[src/rtl/host_bridge_consts.vh]
// Constants for the host bridge address decoder and config access logic.
// Assumes 36-bit processor addresses and 16-bit I/O addresses.
`ifndef HOST_BRIDGE_CONSTS_VH
`define HOST_BRIDGE_CONSTS_VH
`define HB_DOS_TOP        36'h00007ffff
`define HB_ISA_TOP        36'h00009ffff
`define HB_VGA_TOP        36'h0000bffff
`define HB_EXP_TOP        36'h0000dffff
`define HB_EXT_TOP        36'h0000effff
`define HB_LOW_TOP        36'h0000fffff
`define HB_HOLE_BASE      36'h000f00000
`define HB_HOLE_TOP       36'h000ffffff
`define HB_APIC_BASE      36'h0fec00000
`define HB_APIC_TOP       36'h0fec0ffff
`define HB_MAX_TOM        36'h200000000
`define HB_SMR_TOM        36'h010000000
`define HB_SEG_LSB        14
`define HB_TGT_OFFSET     16'h0cf8
`define HB_DATA_OFFSET    16'h0cfc
`define HB_TGT_RESET      32'h00000000
`define HB_EN_BIT         31
`define HB_BUS_HI         23
`define HB_BUS_LO         16
`define HB_DEV_HI         15
`define HB_DEV_LO         11
`define HB_FN_HI          10
`define HB_FN_LO          8
`define HB_REG_HI         7
`define HB_REG_LO         2
`define HB_IDSEL_LO       11
`define HB_IDSEL_N        21
`define HB_RST_STEP       4'h8
`define HB_RST_CNT_W      4
`endif

[src/rtl/host_bridge_address_decode_cfg.v]
// Host bridge: memory decode below 1 MB and in extended memory, config
// mechanism through I/O target-select and data window, and reset ordering.
// Assumes one synchronous host clock; config slave answers in one cycle.
`timescale 1ns/1ns
`include "host_bridge_consts.vh"
module host_bridge_address_decode_cfg (
	// Clock and reset
	input  wire        sys_clk_i,
	input  wire        rst_b_i,
	// Platform reset chain
	input  wire        pci_bus_reset_n_i,
	output reg         processor_reset_n_o,
	output reg         agent_zero_request_n_o,
	// Attribute settings: {read enable, write enable} per block
	input  wire        isa_to_mem_i,
	input  wire [15:0] exp_attr_i,
	input  wire [7:0]  ext_attr_i,
	input  wire [1:0]  sys_attr_i,
	input  wire        hole_en_i,
	input  wire        ext_system_mgmt_ram_en_i,
	input  wire        system_mgmt_ram_open_i,
	input  wire [35:0] top_of_mem_i,
	// Processor memory request
	input  wire        mem_req_i,
	input  wire        mem_write_i,
	input  wire        system_mgmt_mode_i,
	input  wire [35:0] mem_addr_i,
	output reg         route_mem_o,
	output reg         route_pci_o,
	output reg         route_apic_o,
	output reg         uncacheable_o,
	// Inbound PCI memory request
	input  wire        pci_req_i,
	input  wire [35:0] pci_addr_i,
	output reg         pci_snoop_o,
	// Processor I/O port
	input  wire        io_req_i,
	input  wire        io_write_i,
	input  wire [15:0] io_addr_i,
	input  wire [3:0]  io_be_i,
	input  wire [31:0] io_wdata_i,
	output reg  [31:0] io_rdata_o,
	output reg         io_claim_o,
	output reg         io_forward_o,
	// Configuration cycle request to PCI side
	output reg         cfg_req_o,
	output reg         cfg_write_o,
	output reg  [7:0]  cfg_bus_o,
	output reg  [4:0]  cfg_dev_o,
	output reg  [2:0]  cfg_fn_o,
	output reg  [5:0]  cfg_reg_o,
	output reg  [3:0]  cfg_be_o,
	output reg  [31:0] cfg_wdata_o,
	output reg  [20:0] cfg_idsel_o,
	input  wire [31:0] cfg_rdata_i
);

	reg  [31:0]              cfg_target_select;
	reg  [`HB_RST_CNT_W-1:0] rst_cnt;
	reg                      next_route_mem;
	reg                      next_route_apic;
	reg                      next_uncache;
	reg                      next_snoop;
	wire [35:0]              eff_tom;
	wire                     tgt_hit;
	wire                     data_hit;
	wire                     cfg_on;

	// Decode map in priority order, lowest address first:
	//   fixed low area, selectable window, graphics and mgmt RAM area,
	//   attribute blocks up to 1 MB, optional hole, interrupt block,
	//   then main memory up to the effective top.
	// The interrupt block is tested before main memory, so a large
	// installed top never hides it.
	// Each attribute block carries a pair of bits: read to memory and
	// write to memory. Pair 00 sends both to PCI, which is the state out
	// of reset for the system block. Pair 01 is the copy state: reads
	// come from ROM on PCI, writes fill RAM. Pair 10 is the shadowed
	// state: reads from RAM, writes fall through to the ROM side.
	// Pair 11 makes the block plain RAM.
	// The segment index is taken straight from address bits above the
	// 16 KB boundary; this only works because every table base is
	// aligned to its own size.
	// Limitation: callers must range check before using the result,
	// since the function answers for any address it is handed.

	// Attribute pair for the block holding an address; bit 1 reads, bit 0 writes
	function [1:0] blk_attr;
		input [35:0] a;
		begin
			if (a <= `HB_EXP_TOP)
				blk_attr = exp_attr_i[{a[`HB_SEG_LSB+2:`HB_SEG_LSB], 1'b0} +: 2];
			else if (a <= `HB_EXT_TOP)
				blk_attr = ext_attr_i[{a[`HB_SEG_LSB+1:`HB_SEG_LSB], 1'b0} +: 2];
			else
				blk_attr = sys_attr_i;
		end
	endfunction

	// True when an address in C0000h-FFFFFh maps to memory for this access
	function blk_mem;
		input [35:0] a;
		input        wr;
		reg   [1:0]  at;
		begin
			at = blk_attr(a);
			blk_mem = wr ? at[0] : at[1];
		end
	endfunction

	assign eff_tom = ext_system_mgmt_ram_en_i ? `HB_SMR_TOM :
		((top_of_mem_i > `HB_MAX_TOM) ? `HB_MAX_TOM : top_of_mem_i);

	// Processor memory decode; read/write attributes give copy and shadow states
	always @* begin
		next_route_mem  = 1'b0;
		next_route_apic = 1'b0;
		next_uncache    = 1'b0;
		if (mem_addr_i <= `HB_DOS_TOP)
			next_route_mem = 1'b1;
		else if (mem_addr_i <= `HB_ISA_TOP)
			next_route_mem = isa_to_mem_i;
		else if (mem_addr_i <= `HB_VGA_TOP) begin
			next_route_mem = system_mgmt_mode_i | system_mgmt_ram_open_i;
			next_uncache   = 1'b1;
		end
		else if (mem_addr_i <= `HB_LOW_TOP)
			next_route_mem = blk_mem(mem_addr_i, mem_write_i);
		else if (hole_en_i && mem_addr_i >= `HB_HOLE_BASE && mem_addr_i <= `HB_HOLE_TOP)
			next_route_mem = 1'b0;
		else if (mem_addr_i >= `HB_APIC_BASE && mem_addr_i <= `HB_APIC_TOP)
			next_route_apic = 1'b1;
		else
			next_route_mem = (mem_addr_i < eff_tom);
	end

	// Inbound PCI snoop decision
	always @* begin
		next_snoop = 1'b1;
		if (pci_addr_i > `HB_VGA_TOP && pci_addr_i <= `HB_LOW_TOP && blk_attr(pci_addr_i) == 2'b10)
			next_snoop = 1'b0;
		else if (pci_addr_i >= eff_tom)
			next_snoop = 1'b0;
	end

	// Registered routing answer, one cycle after request
	always @(posedge sys_clk_i or negedge rst_b_i) begin
		if (!rst_b_i) begin
			route_mem_o   <= 1'b0;
			route_pci_o   <= 1'b0;
			route_apic_o  <= 1'b0;
			uncacheable_o <= 1'b0;
			pci_snoop_o   <= 1'b0;
		end else begin
			route_mem_o   <= mem_req_i & next_route_mem;
			route_apic_o  <= mem_req_i & next_route_apic;
			route_pci_o   <= mem_req_i & ~next_route_mem & ~next_route_apic;
			uncacheable_o <= mem_req_i & next_uncache;
			pci_snoop_o   <= pci_req_i & next_snoop;
		end
	end

	assign tgt_hit  = io_req_i && io_addr_i == `HB_TGT_OFFSET && io_be_i == 4'hf;
	assign cfg_on   = cfg_target_select[`HB_EN_BIT];
	assign data_hit = io_req_i && io_addr_i == `HB_DATA_OFFSET && cfg_on;

	// Config access flow, one request per cycle:
	//   a full dword write to the select port loads the target register;
	//   a data port access with the enable bit set launches a config
	//   cycle with the fields frozen from the select register.
	// Fields stay on the outputs until the next data port access, so the
	// far side may take them late without a hold register of its own.
	// Read data is captured from the far side in the request cycle; the
	// far side must answer combinationally, which keeps this path short
	// but pushes the timing burden onto the target.
	// A narrow select port access never touches the register and is
	// passed on, which keeps byte-wide legacy ports at that address alive.

	// Target-select register and config cycle launch; single-cycle answer
	always @(posedge sys_clk_i or negedge rst_b_i) begin
		if (!rst_b_i) begin
			cfg_target_select <= `HB_TGT_RESET;
			io_rdata_o        <= 32'h00000000;
			io_claim_o        <= 1'b0;
			io_forward_o      <= 1'b0;
			cfg_req_o         <= 1'b0;
			cfg_write_o       <= 1'b0;
			cfg_bus_o         <= 8'h00;
			cfg_dev_o         <= 5'h00;
			cfg_fn_o          <= 3'h0;
			cfg_reg_o         <= 6'h00;
			cfg_be_o          <= 4'h0;
			cfg_wdata_o       <= 32'h00000000;
			cfg_idsel_o       <= 21'h000000;
		end else begin
			io_claim_o   <= tgt_hit | data_hit;
			io_forward_o <= io_req_i & ~tgt_hit & ~data_hit;
			cfg_req_o    <= data_hit;
			if (tgt_hit && io_write_i)
				cfg_target_select <= io_wdata_i;
			if (tgt_hit && !io_write_i)
				io_rdata_o <= cfg_target_select;
			else if (data_hit && !io_write_i)
				io_rdata_o <= cfg_rdata_i;
			if (data_hit) begin
				cfg_write_o <= io_write_i;
				cfg_bus_o   <= cfg_target_select[`HB_BUS_HI:`HB_BUS_LO];
				cfg_dev_o   <= cfg_target_select[`HB_DEV_HI:`HB_DEV_LO];
				cfg_fn_o    <= cfg_target_select[`HB_FN_HI:`HB_FN_LO];
				cfg_reg_o   <= cfg_target_select[`HB_REG_HI:`HB_REG_LO];
				cfg_be_o    <= io_be_i;
				cfg_wdata_o <= io_wdata_i;
				// one-hot IDSEL for devices below 21 on bus 0 only; all others get all-zero IDSEL
				cfg_idsel_o <= (cfg_target_select[`HB_BUS_HI:`HB_BUS_LO] == 8'h00 &&
					cfg_target_select[`HB_DEV_HI:`HB_DEV_LO] < `HB_IDSEL_N) ?
					(21'h000001 << cfg_target_select[`HB_DEV_HI:`HB_DEV_LO]) : 21'h000000;
			end
		end
	end

	// Reset chain: while the PCI reset input is low the processor is held
	// in reset and the agent-zero request is driven. Once it rises, a
	// short counter keeps the request standing for a fixed number of
	// cycles so that every processor latches its agent identity before
	// it leaves reset. Release of reset and of the request share one
	// edge, so reset is held with the request gone only from the bridge reset to the first clock after it.
	// A new PCI reset pulse restarts the whole sequence from the top.

	always @(posedge sys_clk_i or negedge rst_b_i) begin
		if (!rst_b_i) begin
			rst_cnt                <= {`HB_RST_CNT_W{1'b0}};
			processor_reset_n_o    <= 1'b0;
			agent_zero_request_n_o <= 1'b1;
		end else if (!pci_bus_reset_n_i) begin
			rst_cnt                <= {`HB_RST_CNT_W{1'b0}};
			processor_reset_n_o    <= 1'b0;
			agent_zero_request_n_o <= 1'b0;
		end else if (rst_cnt != `HB_RST_STEP) begin
			rst_cnt                <= rst_cnt + 1'b1;
			agent_zero_request_n_o <= 1'b0;
		end else begin
			processor_reset_n_o    <= 1'b1;
			agent_zero_request_n_o <= 1'b1;
		end
	end

endmodule // host_bridge_address_decode_cfg

[config.mk]
export PLATFORM = sky130hd
export DESIGN_NAME = host_bridge_address_decode_cfg
export DESIGN_NICKNAME = d
export VERILOG_FILES = /design/src/rtl/host_bridge_address_decode_cfg.v
export VERILOG_INCLUDE_DIRS = /design/src /design/src/rtl
export SDC_FILE = /design/constraint.sdc
export NUM_CORES = 1
export LEC_CHECK = 0
export ABC_AREA = 1
export BUFFER_PORTS_ARGS = -buffer_cell sky130_fd_sc_hd__buf_2
export CAP_MARGIN = 10
export CORE_ASPECT_RATIO = 1.25
export CORE_UTILIZATION = 30
export CTS_CLUSTER_DIAMETER = 100
export CTS_CLUSTER_SIZE = 12
export DETAILED_ROUTE_END_ITERATION = 16
export PLACE_DENSITY = 0.57
export SETUP_SLACK_MARGIN = 0.1
export SLEW_MARGIN = 40
export SYNTH_ARGS = -nofsm -noshare
export SYNTH_HDL_FRONTEND = slang
export SYNTH_SLANG_ARGS = --single-unit
[constraint.sdc]
create_clock -name sys_clk_i -period 5 [get_ports sys_clk_i]
set_clock_uncertainty 0.1 [all_clocks]
set_input_delay 0.25 -clock sys_clk_i [delete_from_list [all_inputs] [get_ports sys_clk_i]]
set_output_delay 0.25 -clock sys_clk_i [all_outputs]
set_load 0.005 [all_outputs]
==> results of run 1 <==
==> flip-flops by register name, summed over array words and instances, names as in the netlist, 3 cells and up <==
register           cells
rst_cnt                4
cfg_idsel_o           21
cfg_fn_o               3
cfg_wdata_o           32
cfg_dev_o              5
cfg_target_select     32
cfg_reg_o              6
cfg_be_o               4
cfg_bus_o              8
io_rdata_o            32
==> synth_stat cells (2+ instances only) <==
cell / number
o211ai_1: 26
clkbuf_1: 23
nor4_1: 5
a31oi_1: 4
a21boi_0: 2
inv_1: 158
o21bai_1: 2
nor4_2: 2
or2_2: 2
o21ai_1: 53
nand2_1: 257
and3_1: 2
o311ai_0: 3
nor2_1: 61
ha_1: 73
nor3_1: 35
o2111ai_1: 2
dfrtp_1: 157
nand4_1: 21
nand3_2: 2
or2_1: 2
inv_2: 3
a21oi_1: 50
o21ai_0: 118
buf_4: 5
nand3_1: 30
o31ai_1: 2
o22ai_1: 10
buf_2: 12
==> power breakdown <==
part           leakage [nW]  switching, mW  internal [mW]  total, mW
sequential             2.03        0.00632           1.29       1.29
clock                 0.301          0.510          0.871       1.38
combinational          4.03          0.202          0.160      0.361
==> per-layer routing <==
layer | GRT usage (%) | vias to the layer above
met2 | 36.4 | 327
met4 | 7.84 | 0
met5 | 0 | -
met1 | 22.7 | 4135
li1 | - | 4554
met3 | 5.26 | 38
==> how the worst max path moves through the flow <==
stage / start / endpoint / slack, ns / cells after the start
after floorplan: top_of_mem_i[22] / route_pci_o / 2.35 / 23
after global placement: top_of_mem_i[10] / route_pci_o / 1.33 / 22
after detailed placement: top_of_mem_i[0] / route_pci_o / 1.31 / 24
after CTS: top_of_mem_i[0] / route_pci_o / 1.22 / 25
after global routing: top_of_mem_i[22] / route_pci_o / 1.09 / 25
final: top_of_mem_i[22] / route_pci_o / 1.43 / 24
==> kinds of logic (layout without fill, tap and decap cells) <==
kind of cell	after synthesis	after routing	synth area share [%]
AND/OR/NAND/NOR	422	422	19.9
AO/OA/AOI/OAI	279	279	17.1
buffers and inverters	201	592	8.75
flip-flops	158	158	43.9
adder cells (fa/ha/maj)	73	73	10.1
XOR/XNOR	2	2	0.195
other	1	4	0.0416
==> what timing repair did <==
item | CTS | global route
endpoints found under the hold margin | 124 | 0
hold buffers | 39 | 0
endpoints found under the setup margin | 0 | 0
==> final cells by class <==
class                      count  area, um^2
fill                        3064       17200
multi-input combinational    780        4290
sequential                   158        3960
timing repair buffer         400        2250
inverter                     161         604
tap                          396         495
clock buffer                  21         470
clock inverter                10         161
==> critical path: cells and delay by family <==
family	cells	cell delay, ns
adder cells (fa/ha/maj)	1	0.31
AO/OA/AOI/OAI	2	0.36
buffers and inverters	4	1.04
AND/OR/NAND/NOR	17	1.86
==> metrics by stage <==
stage	instance area [um^2]	hold WS [ns]	utilization [%]	power, mW
floorplan	9020	-0.146	-	1.46
global placement	11200	0.244	38.0	1.65
detailed placement	11200	0.241	38.0	1.65
CTS	12200	0.000327	41.4	3.07
global route	12200	0.0111	41.6	3.17
finish	12200	0.00818	41.6	3.04
==> reports/qor.csv, run 1 <==
metric;value;unit
rsz0062_at_grt;no;
status;completed;
die-area;30700;um^2
r2r.worst_path.cells;8;
top_layer;met4;
cts_buffers;17;
worst_slew_pin_slew;0.679;ns
place_ws;1.31;ns
ff2ff_setup_slack;2.71;ns
holdPathStages;3;
portBuffers;352;
cp_common_cell;nand2_1;
cts_tree;done;
irDropWorstVdd;0.229;mV
worstPathArrival;3.83;ns
start_util;30.6;%
synth_area_leaders;dfrtp_1, nand2_1, ha_1;
clkLatencyLatePin;0.43;ns
routedWlPerCell;15.9;um
synth_top_area_cell;dfrtp_1;
drc;0;
num_rows;70;
p_per_area;248;nW/um^2
synth-seq-cells;158;
route.met3.wl;2280;um
maxCapViolations;0;
p_leak;6.36;nW
grt_max_degree;96;
cts_root_buffer;clkbuf_16;
synth-main-ff-cell;dfrtp_1;
grt_overflow;0;
min_from;cfg_rdata_i[2];
drive_above_1_share;26.6;%
finalSetupTns;0;ns
crit-reg2reg-capture;io_rdata_o[13];
slew_headroom;54.7;%
end_kind;flop;
netlist_area;9000;um^2
placedCellCount;1855;
final-instance-count-excl-fill;1926;
num_vias;9054;
cts.sinks;158;
dieHeight;196;um
setup_viol_count_final;0;
holdPathEnd;io_rdata_o[2];
path_clk_slew;0.06;ns
worstSetupStartpointType;input port;
antenna_found_initial;0;
antenna_left;0;
dr_wl_met2;15400;um
first_global_vias;9113;
grt_pass1_wl;47700;um
viasPerCell;4.70;
ys_types;43;
rr_startpoint;cfg_target_select[31];
syn_inst;1136;
synthToLayoutAreaGrowth;35.8;%
worst-setup-path-type;in -> reg;
die_w;157;um
synth_seq_area_share;43.9;%
cts_resized;0;
fmax;0.280;GHz
antenna_cells;0;
setup_ws;1.43;ns
finalCritPeriodShare;71.4;%
drt-pass1-iter-count;5;
synth_edf_count;0;
syn_avg_cell_area;7.93;um^2
gp_congestion;0.914;
drv_slew;0;
min_path_type;in -> reg;
ios;353;
cp.required;5.26;ns
routedLengthMet1;12200;um
final_cell_mix;buf_2, nand2_1, inv_1;
critPathSlowestCell;dlygate4sd3_1;
path_cells;buf_2, or2_1, nor2_1, nand2_1, nor2_1, nand2_1, nand2_1, inv_1, nor2_2, buf_4, nand2_1, ha_1, nand2_1, nor2_1, nand4_1, o21bai_1, a21boi_0, nor3_1, nand2_1, nand2_1, nand2_1, nand2_1, nor2_1, dlygate4sd3_1;
hold_viol_final;0;
track_usage;20.3;%
drt_wl_total;30700;um
fin_nets;1822;
min_period;3.57;ns
crit_fanout;19;
core;29400;um^2
htree_levels;4;
drt_first_iter_violations;418;
post_cts_buffers;0;
place_hpwl;24600;um
synthArstFlopShare;100;%
yosys_warnings;0;
cts_buffer_depth;2;
final_common_cell;buf_2;
yosysTopAreaCellShare;43.6;%
slowest_delay;0.55;ns
Power figures use the tool's default switching activity.
==> run 2, diff against run 1 <==
==> constraint.sdc (replaced) <==
create_clock -name sys_clk_i -period 3.45 [get_ports sys_clk_i]
set_clock_uncertainty 0.1 [all_clocks]
set_input_delay 0.1725 -clock sys_clk_i [delete_from_list [all_inputs] [get_ports sys_clk_i]]
set_output_delay 0.1725 -clock sys_clk_i [all_outputs]
set_load 0.005 [all_outputs]
==> run 2 against run 1 <==
Effect of this change:
- core utilization grew 1.8 points
- sequential share of layout area is 1.3 points lower
- sequential power grew 45%
- via count up 3.4%
- combinational power increased by 60%
- global-route usage rose by 0.20 points
- largest cell class unchanged
==> reports/qor.csv, run 2 (synthesis results as in run 1) <==
metric;value;unit
r2r.worst_path.cells;8;
drt_wl_total;31700;um
finalCritPeriodShare;79.2;%
drc;0;
worst_slew_pin_slew;0.768;ns
grt_overflow;0;
path_clk_slew;0.06;ns
rr_startpoint;cfg_target_select[31];
drt_first_iter_violations;491;
setup_viol_count_final;0;
htree_levels;4;
status;completed;
cts_root_buffer;clkbuf_16;
first_global_vias;9425;
synthToLayoutAreaGrowth;41.6;%
crit_start;top_of_mem_i[22];
drv_slew;0;
cp-endpoint;route_pci_o;
dieHeight;196;um
fin_util;43.3;%
reg.largest.list;cfg_target_select (32), cfg_wdata_o (32), io_rdata_o (32);
stdcell_area;12700;um^2
p_per_area;336;nW/um^2
finalSetupTns;0;ns
num_vias;9358;
final_cell_mix;buf_2, nand2_1, inv_1, dfrtp_1, o21ai_0;
end_kind;flop;
core;29400;um^2
cts.sinks;158;
num_rows;70;
antenna_found_initial;2;
clkLatencyLatePin;0.42;ns
cts_buffers;17;
track_usage;20.5;%
final-instance-count-excl-fill;1969;
placedCellCount;1857;
fin_nets;1866;
postPlaceCellArea;11200;um^2
min_period;2.73;ns
final_common_cell;buf_2;
hold_viol_final;0;
antenna_cells;0;
cts_tree;done;
start_util;30.6;%
finalPower;4.29;mW
crit_fanout;6;
worstPathArrival;2.99;ns
die_w;157;um
irDropWorstVdd;0.314;mV
worst-setup-path-type;in -> reg;
place_hpwl;24500;um
routedWlPerCell;16.1;um
cts_buffer_depth;2;
die-area;30700;um^2
worstSetupStartpointType;input port;
maxCapViolations;0;
cp.required;3.71;ns
antenna_left;0;
fmax;0.366;GHz
slew_headroom;48.8;%
portBuffers;352;
drive_above_1_share;27.4;%
gp_congestion;0.905;
min_path_type;in -> reg;
ff2ff_setup_slack;1.20;ns
grt_max_degree;90;
p_leak;6.57;nW
grt_pass1_wl;48800;um
viasPerCell;4.75;
rsz0062_at_grt;no;
ios;353;
crit-reg2reg-capture;io_rdata_o[13];
drt-pass1-iter-count;5;
-- run 2: cell types whose count changed in the layout (fill, tap and decap cells not counted), sizes merged --
cell / previous run / this run
dlygate4sd3: 39 / 75
buf: 360 / 368
clkbuf: 22 / 25
clkinvlp: 3 / 0
bufinv: 4 / 2
clkinv: 3 / 4
-- run 2: timing repair --
| item | 4_1_cts | 5_1_grt |
|---|---|---|
| endpoints found under the setup margin | 0 | 1 |
| hold endpoints to repair | 193 | 0 |
| resized for setup | 0 | 32 |
| buffers inserted | 0 | 4 |
| hold buffers | 76 | 0 |
-- run 2: worst min-delay path by stage --
| stage | startpoint | end | slack [ns] | depth (start not counted) |
|---|---|---|---|---|
| 3_3_place_gp | rst_b_i | cfg_wdata_o[23] | 0.22 | 1 |
| 4_1_cts | pci_req_i | pci_snoop_o | 0.02 | 4 |
| 5_1_grt | mem_addr_i[24] | route_apic_o | 0.05 | 4 |
| 3_5_place_dp | rst_b_i | cfg_wdata_o[23] | 0.14 | 1 |
| 2_1_floorplan | rst_b_i | cfg_be_o[0] | -0.22 | 0 |
| 6_report | mem_addr_i[24] | route_apic_o | 0.03 | 4 |
-- run 2: area by class of cell --
| type | instances | area [um^2] |
|---|---|---|
| Fill cell | 3051 | 16700 |
| Multi-Input combinational cell | 780 | 4410 |
| Sequential cell | 158 | 3960 |
| Timing Repair Buffer | 444 | 2700 |
| Inverter | 161 | 604 |
| Tap cell | 396 | 495 |
| Clock buffer | 24 | 492 |
| Clock inverter | 6 | 83.8 |
-- run 2: through the flow --
step / hold slack [ns] / setup WS, ns
after CTS: 0.0162 / 0.237
after global placement: 0.218 / 0.339
after global routing: 0.0482 / 0.481
final: 0.0310 / 0.719
after floorplan: -0.223 / 0.881
after detailed placement: 0.139 / 0.336
-- run 2: power breakdown --
part	internal, mW	switching, mW	total [mW]
registers	1.87	0.00903	1.87
logic	0.268	0.308	0.576
clock network	1.13	0.705	1.84
total	3.27	1.02	4.29
-- run 2: critical path, stage by stage --
cell     delay (ns)
buf_2          0.11
or2_1          0.23
nor2_2         0.08
nand2_1        0.06
nor2_1         0.10
nand2_1        0.07
nand2_2        0.08
inv_2          0.05
nor2_4         0.23
buf_8          0.17
nand2_2        0.06
ha_1           0.27
nand2_1        0.06
nor2_1         0.12
nand2_1        0.10
nor3_2         0.30
nand4_1        0.16
nor3_2         0.20
nand2_1        0.08
nand2_1        0.06
nand2_1        0.04
nand2_1        0.07
nand2_1        0.05
nor2_1         0.07
-- run 2: routing by layer --
metal,share of wire [%],track usage [%]
met5,0.072,0
met4,3.2,8.57
met3,6.9,4.97
met2,51,37.3
met1,39,22.4
